### src/csitpg_pkg.sv
package csitpg_pkg;
  // Indirect window addresses on the control bus
  localparam logic [7:0] WIN_PAGE = 8'hb0;
  localparam logic [7:0] WIN_OFFSET = 8'hb1;
  localparam logic [7:0] WIN_DATA = 8'hb2;
  localparam logic [7:0] PAGE_PGEN = 8'h00;

  // Generator page offsets
  localparam logic [7:0] OFS_CTL = 8'h01;
  localparam logic [7:0] OFS_CFG = 8'h02;
  localparam logic [7:0] OFS_DI = 8'h03;
  localparam logic [7:0] OFS_LSIZE_HI = 8'h04;
  localparam logic [7:0] OFS_LSIZE_LO = 8'h05;
  localparam logic [7:0] OFS_BAR_HI = 8'h06;
  localparam logic [7:0] OFS_BAR_LO = 8'h07;
  localparam logic [7:0] OFS_ACT_HI = 8'h08;
  localparam logic [7:0] OFS_ACT_LO = 8'h09;
  localparam logic [7:0] OFS_TOT_HI = 8'h0a;
  localparam logic [7:0] OFS_TOT_LO = 8'h0b;
  localparam logic [7:0] OFS_LPD_HI = 8'h0c;
  localparam logic [7:0] OFS_LPD_LO = 8'h0d;
  localparam logic [7:0] OFS_VBP = 8'h0e;
  localparam logic [7:0] OFS_VFP = 8'h0f;
  localparam logic [7:0] OFS_FIXED_BASE = 8'h10;
  localparam logic [7:0] OFS_STATUS = 8'h20;

  // Field positions
  localparam int CTL_EN_BIT = 0;
  localparam int CFG_FIXED_BIT = 7;
  localparam int CFG_BARS_LSB = 4;
  localparam int CFG_BLK_LSB = 0;
  localparam int DI_VC_LSB = 6;

  // Reset values
  localparam logic [7:0] RST_CTL = 8'h00;
  localparam logic [7:0] RST_CFG = 8'h30;
  localparam logic [7:0] RST_DI = 8'h2a;
  localparam logic [15:0] RST_LSIZE = 16'h0100;
  localparam logic [15:0] RST_BAR = 16'h0020;
  localparam logic [15:0] RST_ACT = 16'h0010;
  localparam logic [15:0] RST_TOT = 16'h0018;
  localparam logic [15:0] RST_LPD = 16'h0064;
  localparam logic [7:0] RST_VBP = 8'h02;
  localparam logic [7:0] RST_VFP = 8'h02;

  // Line period step versus the 20 ns clock
  localparam int CLK_PERIOD_NS = 20;
  localparam int STEP_NS = 10;
  localparam int STEP_400_NS = 20;
  localparam logic [1:0] UNITS_PER_CLK = 2'(CLK_PERIOD_NS / STEP_NS);
  localparam logic [1:0] UNITS_PER_CLK_400 = 2'(CLK_PERIOD_NS / STEP_400_NS);

  // Short packet data types
  localparam logic [5:0] DT_FS = 6'h00;
  localparam logic [5:0] DT_FE = 6'h01;

  localparam int FIXED_DEPTH = 16;

  localparam logic [7:0] BAR_COLOR [8] = '{8'haa, 8'h33, 8'hf0, 8'h7f,
                                           8'h55, 8'hcc, 8'h0f, 8'h80};

  function automatic logic [2:0] bar_count_m1(input logic [1:0] sel);
    bar_count_m1 = 3'((4'h1 << sel) - 4'h1);
  endfunction
endpackage

### src/csitpg_cfg_if.sv
`timescale 1ns/100ps
interface csitpg_cfg_if;
  logic wr;
  logic [7:0] ofs;
  logic [7:0] wdata;
  logic [7:0] rdata;
  modport win (output wr, output ofs, output wdata, input rdata);
  modport gen (input wr, input ofs, input wdata, output rdata);
endinterface

### src/csitpg_blockmem.sv
`timescale 1ns/100ps
module csitpg_blockmem #(
  parameter int DEPTH = 16,
  parameter int WIDTH = 8,
  parameter int AW = $clog2(DEPTH)
) (
  input logic clk,
  input logic reset_n,
  input logic we,
  input logic [AW-1:0] waddr,
  input logic [WIDTH-1:0] wdata,
  input logic [AW-1:0] raddr_a,
  output logic [WIDTH-1:0] rdata_a,
  input logic [AW-1:0] raddr_b,
  output logic [WIDTH-1:0] rdata_b
);
  logic [WIDTH-1:0] mem_q [DEPTH];

  always_ff @(posedge clk or negedge reset_n)
  begin
    if (!reset_n)
    begin
      for (int i = 0; i < DEPTH; i++)
        mem_q[i] <= '0;
    end
    else if (we)
      mem_q[waddr] <= wdata;
  end

  // Port a feeds the stream, port b the register readback
  always_ff @(posedge clk or negedge reset_n)
  begin
    if (!reset_n)
    begin
      rdata_a <= '0;
      rdata_b <= '0;
    end
    else
    begin
      rdata_a <= mem_q[raddr_a];
      rdata_b <= mem_q[raddr_b];
    end
  end
endmodule // csitpg_blockmem

### src/csitpg_top.sv
`timescale 1ns/100ps
module csitpg_top (
  input logic CLK,
  input logic RESET_N,
  input logic REG_WR,
  input logic [7:0] REG_ADDR,
  input logic [7:0] REG_WDATA,
  output logic [7:0] REG_RDATA,
  input logic RATE_400M,
  output logic PKT_VALID,
  output logic PKT_SOP,
  output logic PKT_EOP,
  output logic PKT_SHORT,
  output logic [5:0] PKT_DT,
  output logic [1:0] PKT_VC,
  output logic [15:0] PKT_WC,
  output logic [7:0] PKT_DATA
);
  typedef enum logic [2:0] {ST_IDLE, ST_WAIT, ST_FSTART, ST_LINE, ST_FEND} csitpg_state_t;

  csitpg_cfg_if cfg_bus ();

  logic [7:0] ctl_q;
  logic [7:0] cfg_q;
  logic [7:0] di_q;
  logic [15:0] lsize_q;
  logic [15:0] bar_q;
  logic [15:0] act_q;
  logic [15:0] tot_q;
  logic [15:0] lpd_q;
  logic [7:0] vbp_q;
  logic [7:0] vfp_q;
  logic [7:0] fix_byte;
  logic [7:0] fix_rd;
  logic mem_we;

  csitpg_state_t state_q;
  logic [15:0] lidx_q;
  logic lact_q;
  logic pend_q;
  logic [15:0] acc_q;
  logic [15:0] bc_q;
  logic [15:0] bb_q;
  logic [2:0] bi_q;
  logic [3:0] k_q;
  logic [3:0] k_d;

  csitpg_window u_window (
    .clk(CLK),
    .reset_n(RESET_N),
    .reg_wr(REG_WR),
    .reg_addr(REG_ADDR),
    .reg_wdata(REG_WDATA),
    .reg_rdata(REG_RDATA),
    .bus(cfg_bus.win)
  );

  assign mem_we = cfg_bus.wr && cfg_bus.ofs[7:4] == csitpg_pkg::OFS_FIXED_BASE[7:4];

  csitpg_blockmem #(
    .DEPTH(csitpg_pkg::FIXED_DEPTH),
    .WIDTH(8)
  ) u_mem (
    .clk(CLK),
    .reset_n(RESET_N),
    .we(mem_we),
    .waddr(cfg_bus.ofs[3:0]),
    .wdata(cfg_bus.wdata),
    .raddr_a(k_d),
    .rdata_a(fix_byte),
    .raddr_b(cfg_bus.ofs[3:0]),
    .rdata_b(fix_rd)
  );

  always_ff @(posedge CLK or negedge RESET_N)
  begin
    if (!RESET_N)
    begin
      ctl_q <= csitpg_pkg::RST_CTL;
      cfg_q <= csitpg_pkg::RST_CFG;
      di_q <= csitpg_pkg::RST_DI;
      lsize_q <= csitpg_pkg::RST_LSIZE;
      bar_q <= csitpg_pkg::RST_BAR;
      act_q <= csitpg_pkg::RST_ACT;
      tot_q <= csitpg_pkg::RST_TOT;
      lpd_q <= csitpg_pkg::RST_LPD;
      vbp_q <= csitpg_pkg::RST_VBP;
      vfp_q <= csitpg_pkg::RST_VFP;
    end
    else if (cfg_bus.wr)
    begin
      case (cfg_bus.ofs)
        csitpg_pkg::OFS_CTL: ctl_q <= cfg_bus.wdata;
        csitpg_pkg::OFS_CFG: cfg_q <= cfg_bus.wdata;
        csitpg_pkg::OFS_DI: di_q <= cfg_bus.wdata;
        csitpg_pkg::OFS_LSIZE_HI: lsize_q[15:8] <= cfg_bus.wdata;
        csitpg_pkg::OFS_LSIZE_LO: lsize_q[7:0] <= cfg_bus.wdata;
        csitpg_pkg::OFS_BAR_HI: bar_q[15:8] <= cfg_bus.wdata;
        csitpg_pkg::OFS_BAR_LO: bar_q[7:0] <= cfg_bus.wdata;
        csitpg_pkg::OFS_ACT_HI: act_q[15:8] <= cfg_bus.wdata;
        csitpg_pkg::OFS_ACT_LO: act_q[7:0] <= cfg_bus.wdata;
        csitpg_pkg::OFS_TOT_HI: tot_q[15:8] <= cfg_bus.wdata;
        csitpg_pkg::OFS_TOT_LO: tot_q[7:0] <= cfg_bus.wdata;
        csitpg_pkg::OFS_LPD_HI: lpd_q[15:8] <= cfg_bus.wdata;
        csitpg_pkg::OFS_LPD_LO: lpd_q[7:0] <= cfg_bus.wdata;
        csitpg_pkg::OFS_VBP: vbp_q <= cfg_bus.wdata;
        csitpg_pkg::OFS_VFP: vfp_q <= cfg_bus.wdata;
        default: ;
      endcase
    end
  end

  always_comb
  begin
    case (cfg_bus.ofs)
      csitpg_pkg::OFS_CTL: cfg_bus.rdata = ctl_q;
      csitpg_pkg::OFS_CFG: cfg_bus.rdata = cfg_q;
      csitpg_pkg::OFS_DI: cfg_bus.rdata = di_q;
      csitpg_pkg::OFS_LSIZE_HI: cfg_bus.rdata = lsize_q[15:8];
      csitpg_pkg::OFS_LSIZE_LO: cfg_bus.rdata = lsize_q[7:0];
      csitpg_pkg::OFS_BAR_HI: cfg_bus.rdata = bar_q[15:8];
      csitpg_pkg::OFS_BAR_LO: cfg_bus.rdata = bar_q[7:0];
      csitpg_pkg::OFS_ACT_HI: cfg_bus.rdata = act_q[15:8];
      csitpg_pkg::OFS_ACT_LO: cfg_bus.rdata = act_q[7:0];
      csitpg_pkg::OFS_TOT_HI: cfg_bus.rdata = tot_q[15:8];
      csitpg_pkg::OFS_TOT_LO: cfg_bus.rdata = tot_q[7:0];
      csitpg_pkg::OFS_LPD_HI: cfg_bus.rdata = lpd_q[15:8];
      csitpg_pkg::OFS_LPD_LO: cfg_bus.rdata = lpd_q[7:0];
      csitpg_pkg::OFS_VBP: cfg_bus.rdata = vbp_q;
      csitpg_pkg::OFS_VFP: cfg_bus.rdata = vfp_q;
      csitpg_pkg::OFS_STATUS: cfg_bus.rdata = {6'h00, state_q == ST_LINE, state_q != ST_IDLE};
      default: cfg_bus.rdata = 8'h00;
    endcase
    if (cfg_bus.ofs[7:4] == csitpg_pkg::OFS_FIXED_BASE[7:4])
      cfg_bus.rdata = fix_rd;
  end

  logic en;
  logic fixed;
  logic [1:0] bars_sel;
  logic [2:0] nbars_m1;
  logic [3:0] blk_m1;
  logic [2:0] bar_idx;
  assign en = ctl_q[csitpg_pkg::CTL_EN_BIT];
  assign fixed = cfg_q[csitpg_pkg::CFG_FIXED_BIT];
  assign bars_sel = cfg_q[csitpg_pkg::CFG_BARS_LSB +: 2];
  assign nbars_m1 = csitpg_pkg::bar_count_m1(bars_sel);
  // A block size field of zero wraps to sixteen bytes
  assign blk_m1 = cfg_q[csitpg_pkg::CFG_BLK_LSB +: 4] - 4'h1;
  // Fewer bars pick evenly spaced colours of the eight
  assign bar_idx = 3'(bi_q << (3'h3 - {1'b0, bars_sel}));

  // Line period accumulates 10 ns units, two per 20 ns clock; with RATE_400M the unit is 20 ns, one per clock
  logic [1:0] inc;
  logic [16:0] acc_sum;
  logic tick;
  logic armed_q;
  assign inc = RATE_400M ? csitpg_pkg::UNITS_PER_CLK_400 : csitpg_pkg::UNITS_PER_CLK;
  assign acc_sum = {1'b0, acc_q} + {15'h0000, inc};
  assign tick = armed_q && state_q != ST_IDLE && acc_sum >= {1'b0, lpd_q};

  // Line zero on enable stands in for a tick, so counting starts one cycle later
  always_ff @(posedge CLK or negedge RESET_N)
  begin
    if (!RESET_N)
    begin
      armed_q <= 1'b0;
      acc_q <= 16'h0000;
    end
    else
    begin
      armed_q <= state_q != ST_IDLE;
      if (!armed_q || state_q == ST_IDLE || tick)
        acc_q <= 16'h0000;
      else
        acc_q <= acc_sum[15:0];
    end
  end

  logic [15:0] act_start;
  logic [15:0] act_end;
  logic [15:0] fe_line;
  logic line_act;
  logic go;
  assign act_start = {8'h00, vbp_q};
  assign act_end = 16'(act_start + act_q);
  assign fe_line = 16'(act_end + {8'h00, vfp_q});
  assign line_act = lidx_q >= act_start && lidx_q < act_end;
  assign go = tick || pend_q;

  // A period that ends mid-line is remembered so no line slot is lost
  always_ff @(posedge CLK or negedge RESET_N)
  begin
    if (!RESET_N)
    begin
      state_q <= ST_IDLE;
      lidx_q <= 16'h0000;
      lact_q <= 1'b0;
      pend_q <= 1'b0;
    end
    else
    begin
      unique case (state_q)
        ST_IDLE:
        begin
          if (en)
          begin
            state_q <= ST_WAIT;
            lidx_q <= 16'h0000;
            pend_q <= 1'b1;
          end
        end
        ST_WAIT:
        begin
          if (!en)
            state_q <= ST_IDLE;
          else if (go)
          begin
            // A fresh tick in the same cycle stays pending
            pend_q <= pend_q && tick;
            lact_q <= line_act;
            lidx_q <= lidx_q >= 16'(tot_q - 16'h0001) ? 16'h0000 : 16'(lidx_q + 16'h0001);
            if (lidx_q == 16'h0000)
              state_q <= ST_FSTART;
            else if (lidx_q == fe_line)
              state_q <= ST_FEND;
            else if (line_act)
              state_q <= ST_LINE;
          end
        end
        ST_FSTART:
        begin
          pend_q <= pend_q || tick;
          state_q <= lact_q ? ST_LINE : ST_WAIT;
        end
        ST_LINE:
        begin
          pend_q <= pend_q || tick;
          if (bc_q == 16'(lsize_q - 16'h0001))
            state_q <= ST_WAIT;
        end
        ST_FEND:
        begin
          pend_q <= pend_q || tick;
          state_q <= ST_WAIT;
        end
      endcase
    end
  end

  logic last;
  logic bar_end;
  assign last = bc_q == 16'(lsize_q - 16'h0001);
  assign bar_end = bb_q == 16'(bar_q - 16'h0001) && bi_q != nbars_m1;

  always_comb
  begin
    k_d = 4'h0;
    if (state_q == ST_LINE && !last && !bar_end)
      k_d = k_q == blk_m1 ? 4'h0 : 4'(k_q + 4'h1);
  end

  always_ff @(posedge CLK or negedge RESET_N)
  begin
    if (!RESET_N)
    begin
      bc_q <= 16'h0000;
      bb_q <= 16'h0000;
      bi_q <= 3'h0;
      k_q <= 4'h0;
    end
    else
    begin
      k_q <= k_d;
      if (state_q == ST_LINE && !last)
      begin
        bc_q <= 16'(bc_q + 16'h0001);
        bb_q <= bar_end ? 16'h0000 : 16'(bb_q + 16'h0001);
        bi_q <= bar_end ? 3'(bi_q + 3'h1) : bi_q;
      end
      else
      begin
        bc_q <= 16'h0000;
        bb_q <= 16'h0000;
        bi_q <= 3'h0;
      end
    end
  end

  // Header fields travel beside the first byte; the transmitter adds ECC and CRC
  always_ff @(posedge CLK or negedge RESET_N)
  begin
    if (!RESET_N)
    begin
      PKT_VALID <= 1'b0;
      PKT_SOP <= 1'b0;
      PKT_EOP <= 1'b0;
      PKT_SHORT <= 1'b0;
      PKT_DT <= 6'h00;
      PKT_VC <= 2'h0;
      PKT_WC <= 16'h0000;
      PKT_DATA <= 8'h00;
    end
    else
    begin
      PKT_VALID <= state_q == ST_FSTART || state_q == ST_FEND || state_q == ST_LINE;
      PKT_SHORT <= state_q == ST_FSTART || state_q == ST_FEND;
      PKT_SOP <= state_q != ST_LINE ? state_q != ST_IDLE && state_q != ST_WAIT : bc_q == 16'h0;
      PKT_EOP <= state_q != ST_LINE ? state_q != ST_IDLE && state_q != ST_WAIT : last;
      PKT_VC <= di_q[csitpg_pkg::DI_VC_LSB +: 2];
      PKT_WC <= state_q == ST_LINE ? lsize_q : 16'h0000;
      if (state_q == ST_FSTART)
        PKT_DT <= csitpg_pkg::DT_FS;
      else if (state_q == ST_FEND)
        PKT_DT <= csitpg_pkg::DT_FE;
      else
        PKT_DT <= di_q[5:0];
      if (state_q == ST_LINE)
        PKT_DATA <= fixed ? fix_byte ^ {8{bi_q[0]}} : csitpg_pkg::BAR_COLOR[bar_idx];
    end
  end
endmodule // csitpg_top

### src/csitpg_window.sv
`timescale 1ns/100ps
module csitpg_window (
  input logic clk,
  input logic reset_n,
  input logic reg_wr,
  input logic [7:0] reg_addr,
  input logic [7:0] reg_wdata,
  output logic [7:0] reg_rdata,
  csitpg_cfg_if.win bus
);
  logic [7:0] page_q;
  logic [7:0] ofs_q;

  always_ff @(posedge clk or negedge reset_n)
  begin
    if (!reset_n)
    begin
      page_q <= 8'h00;
      ofs_q <= 8'h00;
    end
    else if (reg_wr)
    begin
      if (reg_addr == csitpg_pkg::WIN_PAGE)
        page_q <= reg_wdata;
      if (reg_addr == csitpg_pkg::WIN_OFFSET)
        ofs_q <= reg_wdata;
    end
  end

  // Data writes reach the generator only while its page is selected
  assign bus.wr = reg_wr && reg_addr == csitpg_pkg::WIN_DATA
                  && page_q == csitpg_pkg::PAGE_PGEN;
  assign bus.ofs = ofs_q;
  assign bus.wdata = reg_wdata;

  always_ff @(posedge clk or negedge reset_n)
  begin
    if (!reset_n)
      reg_rdata <= 8'h00;
    else if (reg_addr == csitpg_pkg::WIN_PAGE)
      reg_rdata <= page_q;
    else if (reg_addr == csitpg_pkg::WIN_OFFSET)
      reg_rdata <= ofs_q;
    else if (reg_addr == csitpg_pkg::WIN_DATA && page_q == csitpg_pkg::PAGE_PGEN)
      reg_rdata <= bus.rdata;
    else
      reg_rdata <= 8'h00;
  end
endmodule // csitpg_window
### config.mk
export PLATFORM = sky130hd
export DESIGN_NAME = csitpg_top
export DESIGN_NICKNAME = d
export VERILOG_FILES = /design/src/csitpg_pkg.sv /design/src/csitpg_cfg_if.sv /design/src/csitpg_blockmem.sv /design/src/csitpg_top.sv /design/src/csitpg_window.sv
export SDC_FILE = /design/constraint.sdc
export NUM_CORES = 1
export LEC_CHECK = 0
export ABC_AREA = 0
export BUFFER_PORTS_ARGS = -buffer_cell sky130_fd_sc_hd__buf_2
export CAP_MARGIN = 40
export CORE_UTILIZATION = 35
export CTS_BUF_LIST = sky130_fd_sc_hd__clkbuf_4 sky130_fd_sc_hd__clkbuf_8
export DETAILED_ROUTE_END_ITERATION = 10
export GPL_ROUTABILITY_DRIVEN = 0
export SYNTH_ARGS = -nofsm -noshare
export SYNTH_HDL_FRONTEND = slang
export SYNTH_SLANG_ARGS = --single-unit
### constraint.sdc
create_clock -name CLK -period 11.28 [get_ports CLK]
set_input_delay 0.564 -clock CLK [delete_from_list [all_inputs] [get_ports CLK]]
set_output_delay 0.564 -clock CLK [all_outputs]
set_load 0.02 [all_outputs]
**After elaboration in Yosys (flattened, before gate mapping)**

Memory sizes are Yosys's and may differ from the RTL's.
Index checks and enable logic that the tools add are counted.

- Flip-flop bits (word level): 401
- Bits in read-only memories: 64
- Bits of input ports: 20
- Output and inout bits: 44
- Word-level logic and storage cells: 219
- Memories: 1

Memories:

| name | depth | bits a word | rd ports | clocked after memory_dff | write ports | RTL line | source |
|---|---|---|---|---|---|---|---|
| (name not given) | 8 | 8 | 1 | 0 | 0 | csitpg_top.sv:319 | `PKT_DATA <= fixed ? fix_byte ^ {8{bi_q[0]}} : csitpg_pkg::BAR_COLOR[bar_idx];` |

- Add/sub/neg operators: 14
- Magnitude comparators: 8
- Equal/unequal tests: 38
- Shift-type cells: 2
- Mux-type cells: 49
- Bitwise gates (word level): 4
- Reductions and logical operators: 49

Operator list:

| operator | number |
|---|---|
| two-way mux 16 bit | 9 |
| bitwise mux 128 bit | 1 |
| case mux 8 bit (16 select lines) | 1 |
| two-way mux 8 bit | 12 |
| binary-select mux 8 bit (select 4 bit) | 2 |
| equality test 8 x 4 -> 1 bit, second input constant | 8 |
| adder 16 x 1 -> 16 bit, second input constant | 3 |
| equality test 16 bit | 3 |
| subtractor 16 x 1 -> 16 bit, second input constant | 3 |
| AND reduction 2 bit | 17 |
| demux 8 bit (select 4 bit) | 1 |
| equality test 8 x 3 -> 1 bit, second input constant | 4 |
| zero test 16 bit | 2 |
| case mux 16 bit (2 select lines) | 1 |
| two-way mux 3 bit | 9 |
| equality test 8 bit, second input constant | 3 |
| adder 16 x 2 -> 17 bit | 1 |
| greater-or-equal comparator 17 x 16 -> 1 bit | 1 |
| adder 16 x 8 -> 16 bit | 1 |
| adder 8 x 16 -> 16 bit | 1 |
| equality test 8 x 2 -> 1 bit, second input constant | 2 |
| greater-or-equal comparator 16 bit | 1 |
| greater-or-equal comparator 16 x 8 -> 1 bit | 1 |
| less-than comparator 16 bit | 1 |
| 42 further kinds | 76 |

**Depth between registers and ports, before layout**

- Depth in word-level cells: 11
- Depth in mapped cells: 19
- Depth with buffers taken out: 18

**Modules after synthesis**

From an unflattened synthesis, not the netlist that was laid out.

- Cell total of the unflattened synthesis: 2032
- Area, all modules: 23159.7 sq um

Modules (own cells, without submodules):

| module | instances | cells an instance | area an instance (sq um) | sequential area each (sq um) |
|---|---|---|---|---|
| csitpg_top | 1 | 1488 | 14879.3 | 5849.4 |
| csitpg_blockmem | 1 | 450 | 7139.3 | 3603.5 |
| csitpg_window | 1 | 94 | 1141.1 | 600.6 |

**Least setup slack after synthesis**

No wires, ideal clock.

- Kind: in2reg
- From: input RATE_400M
- To: register lidx_q[10]
- Setup time: 121 ps
- Data arrival time: 4140 ps
- Data required time: 11159 ps
- Setup slack: 7019 ps
- Cell stages on the path: 16
- Path buffers: 1
- Cells stage by stage: ha_1 -> fa_1 -> and3_1 -> and2_1 -> and4_1 -> xor2_1 -> ha_1 -> nand2_1 -> or2_2 -> nor3_1 -> a221oi_1 -> a21oi_1 -> o311ai_1 -> nor2b_1 -> clkbuf_1 -> a22o_1

- Longest elaborated chain between the ends: 7

RTL lines:

| item | RTL line | source |
|---|---|---|
| from (decl) | csitpg_top.sv:9 | `input logic RATE_400M,` |
| two-way mux 2 bit | csitpg_top.sv:158 | `assign inc = RATE_400M ? csitpg_pkg::UNITS_PER_CLK_400 : csitpg_pkg::UNITS_PER_CLK;` |
| adder 16 x 2 -> 17 bit | csitpg_top.sv:159 | `assign acc_sum = {1'b0, acc_q} + {15'h0000, inc};` |
| greater-or-equal comparator 17 x 16 -> 1 bit | csitpg_top.sv:160 | `assign tick = armed_q && state_q != ST_IDLE && acc_sum >= {1'b0, lpd_q};` |
| logical AND 1 bit | csitpg_top.sv:160 |  |
| logical OR 1 bit | csitpg_top.sv:189 | `assign go = tick \|\| pend_q;` |
| != test 2 bit (no source line) | - |  |
| AND reduction 4 bit (no source line) | - |  |
| to (signal assigned) | csitpg_top.sv:222 | `lidx_q <= lidx_q >= 16'(tot_q - 16'h0001) ? 16'h0000 : 16'(lidx_q + 16'h0001);` |
| to (decl) | csitpg_top.sv:38 | `logic [15:0] lidx_q;` |

No other way between the ends.
A chain may end at the register's enable or synchronous reset.

**Worst setup path after layout**

- From: register lsize_q[2]
- To: register u_mem.rdata_a[0]

- Longest elaborated chain between the ends: 10

RTL lines:

| item | RTL line | source |
|---|---|---|
| from (decl) | csitpg_top.sv:26 | `logic [15:0] lsize_q;` |
| from (signal assigned) | csitpg_top.sv:82 | `lsize_q <= csitpg_pkg::RST_LSIZE;` |
| from (signal assigned) | csitpg_top.sv:97 | `csitpg_pkg::OFS_LSIZE_LO: lsize_q[7:0] <= cfg_bus.wdata;` |
| subtractor 16 x 1 -> 16 bit | csitpg_top.sv:253 | `assign last = bc_q == 16'(lsize_q - 16'h0001);` |
| equality test 16 bit | csitpg_top.sv:253 |  |
| zero test 1 bit | csitpg_top.sv:259 | `if (state_q == ST_LINE && !last && !bar_end)` |
| logical AND 1 bit (2 in series) | csitpg_top.sv:259 |  |
| two-way mux 4 bit | csitpg_top.sv:259 |  |
| inverter 4 -> 5 bit (implied by the code) | csitpg_blockmem.sv:40 | `rdata_a <= mem_q[raddr_a];` |
| binary-select mux 8 bit (select 4 bit) | csitpg_blockmem.sv:40 |  |
| two-way mux 8 bit (implied by the code) (2 in series) | csitpg_blockmem.sv:40 |  |
| to (signal assigned) | csitpg_blockmem.sv:40 |  |
| to (decl) | csitpg_blockmem.sv:13 | `output logic [WIDTH-1:0] rdata_a,` |

No other way between the ends. The select of a mux whose other input is x is not followed.

==> parameters.txt <==
Parameter                              Value

Die
  Die footprint ... 0.0672 mm2
  Horiz. Die Dim ... 259 um
  Die extent in y ... 259 um
  Core box area ... 0.0649 mm2
  Effective utilization at floorplan ... 0.357
  Placement row count ... 93
  Number of ports placed on the die boundary ... 64

Timing
  Share of the clock period used by the worst path ... 0.466
  Worst Tran Pin Value ... 0.948 ns
  Setup total negative slack ... 0 ns
  Pins Over Slew Limit ... 0
  Final hold violation count ... 0
  Max frequency ... 190 MHz
  Final setup violation count ... 0
  Setup repair after global routing missed its margin ... false
  Layout Skew ... 0.0312 ns
  Worst max-slew margin expressed relative to the limit ... 0.368
  Final critical delay including setup and external delays ... 5.26 ns
  Final Worst Setup Slack ... 6.02 ns

Route
  Routed Wire Length ... 68,900 um
  First-pass iteration count of the detailed router ... 6
  1st-iter DRT viols ... 1,597
  Total routed wire length on the met1 layer ... 29,400 um
  DRT antenna net count ... 0
  Vias per cell ... 5.69
  Routed length per instance ... 22.3 um
  Via count of the routed design ... 17,600
  Metal3 WL ... 4020 um
  Wire length on met2 ... 32,600 um
  DRC violation count after routing ... 0
  Top layer used by detailed routing ... met4

Critical path
  Arrival time reported for the critical path endpoint ... 5.85 ns
  CP delay by family, top ... simple AND/OR/NAND/NOR gates
  Critical path startpoint ... lsize_q[2]$_DFFE_PN0P_
  Critical Path Slowest Stage Cell ... nor4_1
  Endpoint kind of the worst setup timing path ... register
  Buffers and inverters on the worst path ... 1
  Slowest stage delay, CP ... 0.78 ns
  Setup CP Type ... reg -> reg
  Cells along the critical path ... nor4_1 > nand4_1 > or4_1 > a22oi_1 > nand4_1 > nand3b_4 > or3_1 > inv_6 > nand2b_1 > o22ai_1 > a211oi_1 > or3_1
  Critical Path Source Type ... register
  Max FO, Critical Path ... 27
  Data required time at the worst endpoint ... 11.87 ns
  Reg2reg start ... lsize_q[2]$_DFFE_PN0P_

Pwr
  Relative contribution of sequential cells to total power ... 0.468
  Net switching fraction of the power ... 0.229
  Net switching power of the design ... 0.710 mW
  Proportion of power drawn by combinational gates ... 0.028
  Pint ... 2.38 mW
  Pwr per Cell Area ... 118 mW/mm2
  Max rail drop VDD ... 0.0717 mV
  Clock power frac ... 0.504
  Total leakage power ... 12.0 nW

Global routing
  Maximum number of pins on one net before global-route repair ... 101
  Overall routing resource usage ... 0.207
  Wire length of the first global-routing pass ... 107,000 um
  Antenna violations before repair ... 1
  Via count of the first global-routing pass ... 17,600
  Remaining global-route overflow ... 0

Placed design
  Placed wire-length estimate ... 49,400 um
  Placed cell count ... 2,951
  Worst Setup Slack post-DPL ... 6.18 ns
  Quantity of I/O buffers inserted on ports ... 63
  Total placed instance area ... 0.0244 mm2

Finish
  Proportion of layout cells with a drive suffix above 1 ... 0.261
  Fin area ... 0.0261 mm2
  Final layout net count ... 2,287
  Area Overhead vs Synth ... 12.8%
  Count of fill cells added during filler insertion ... 6,331
  Area of the multi-input gates ... 0.0124 mm2
  Area of all sequential standard cells ... 0.0101 mm2
  Finished Layout Cells ... 3,090
  Commonest cells after routing, fill and taps aside ... 385 x dfrtp_1, 264 x mux2_2, 148 x nor2_1
  Most common cell after layout, fill and taps aside ... dfrtp_1

Yosys
  Post-synthesis async set-or-reset flop share ... 1.00
  Nets in the synthesized netlist ... 2,229
  Synthesized cell area ... 0.0232 mm2
  Netlist cell types ... 80
  Post-synthesis area per instance ... 10.9 um2
  Post-synthesis sequential area ratio ... 0.434
  Register bit total from synthesis ... 401
  Gate count of the mapped netlist ... 2,116
  Count of flip-flops with a built-in enable after synthesis ... 0
  Primary flip-flop cell chosen by synthesis mapping ... dfrtp_1
  Number of synthesis warnings ... 0

Clock tree
  Total CTS buffers ... 75
  Buffer depth of the longest clock path ... 3
  Clk root buf ... clkbuf_8
  Latest clock arrival within the worst-skew pair ... 0.66 ns
  Clk pin slew, worst setup/hold paths ... 0.06 ns
  Number of sinks on the clock net ... 401
  TritonCTS clock tree ... done
  H-tree lvl count ... 3
  Post-CTS setup buffer count ... 0

Min path
  Hold path startpoint ... RATE_400M
  Type of the most critical hold path ... in -> reg

Job
  Max-cap violations ... 0

Run status
  Status ... finished clean
timing repair:
action / 4_1_cts / 5_1_grt
hold buffers: 1 / 0
resized for setup: 0 / 0
setup endpoints to repair: 0 / 0
hold endpoints to repair: 86 / 0
final cells by class:
class / count / share of cell area
clock buffers: 122 / 0.0580
repair buffers: 93 / 0.0247
diodes: 1 / 0.0000957
flip-flops and latches: 401 / 0.385
clock inverters: 15 / 0.00646
inverters: 85 / 0.0124
multi-input cells: 1518 / 0.473
well taps: 855 / 0.0409
power by group through the flow:
| stage | logic [mW] | registers [mW] | clock network [mW] |
|---|---|---|---|
| CTS | 0.0884 | 1.45 | 1.60 |
| detailed placement | 0.0878 | 1.47 | 0 |
| finish | 0.0866 | 1.45 | 1.56 |
| floorplan | 0.0298 | 1.47 | 0 |
| global placement | 0.0806 | 1.47 | 0 |
| global route | 0.0963 | 1.45 | 1.66 |
state kept, by name, indices dropped and copies added, names as in the netlist, 16 cells and up:
name,flops
PKT_WC,16
acc_q,16
act_q,16
bar_q,16
bb_q,16
bc_q,16
lidx_q,16
lpd_q,16
lsize_q,16
tot_q,16
u_mem.mem_q,128
cells in the mapped netlist (9+ instances only):
master	number	area [um2]
ha_1	90	1130
a211oi_1	23	173
a31oi_1	16	100
a221oi_1	13	114
nor3_1	28	140
and3_1	16	100
nor2b_1	40	250
buf_1	14	52.6
xnor2_1	94	823
a21oi_1	50	250
inv_1	83	312
and2_1	22	138
xor2_1	55	482
a22o_1	23	201
nor2_1	148	556
a22oi_1	43	323
mux2i_1	37	370
dfstp_2	15	394
o21ai_0	44	220
nand2b_1	23	144
o22ai_1	37	231
a21o_1	42	315
nand2_1	103	387
clkbuf_1	85	319
mux2_2	264	2970
mux4_2	40	901
nand4_1	30	188
o211a_1	9	90.1
nor4_1	25	156
or3_1	26	163
dfrtp_1	386	9660
nand3_1	48	240
metrics by stage:
step,hold slack [ns],power [mW],utilization
CTS,0.298,3.13,0.403
floorplan,0.268,1.50,-
finish,0.346,3.09,0.403
global route,0.321,3.20,0.403
global placement,0.454,1.55,0.374
detailed placement,0.458,1.56,0.376
metal layers:
layer,global-route usage,up-vias
met5,0,-
met4,0.0904,0
met3,0.0374,174
met2,0.337,651
met1,0.267,8843
li1,-,7917
kinds of logic after synthesis:
group,after synthesis,synth area share
mux,341,0.183
compound gates,382,0.119
fa+ha+maj,93,0.0512
buf+inv,197,0.0339
xor+xnor,150,0.0573
simple gates,552,0.122
flops,401,0.434
worst paths after layout:
path / end / slack, ns / cells after the start
hold / removal: acc_q[0]$_DFF_PN0_ / 0.35 / 4
max in group asynchronous: u_mem.mem_q[101]$_DFFE_PN0P_ / 8.89 / 6
min in group asynchronous: bc_q[1]$_DFF_PN0_ / 0.54 / 2
setup / recovery: u_mem.rdata_a[0]$_DFF_PN0_ / 6.02 / 12
hold reg to reg: PKT_DATA[0]$_DFFE_PN0N_ / 0.47 / 2
setup reg to reg: u_mem.rdata_a[0]$_DFF_PN0_ / 6.02 / 12
worst min-delay path, delay by kind of cell:
kind,cells,cell delay [ns]
adders and majority gates,1,0.13
buffers and inverters,2,0.15
and+or+nand+nor,1,0.10
Power figures use the tool's default switching activity.
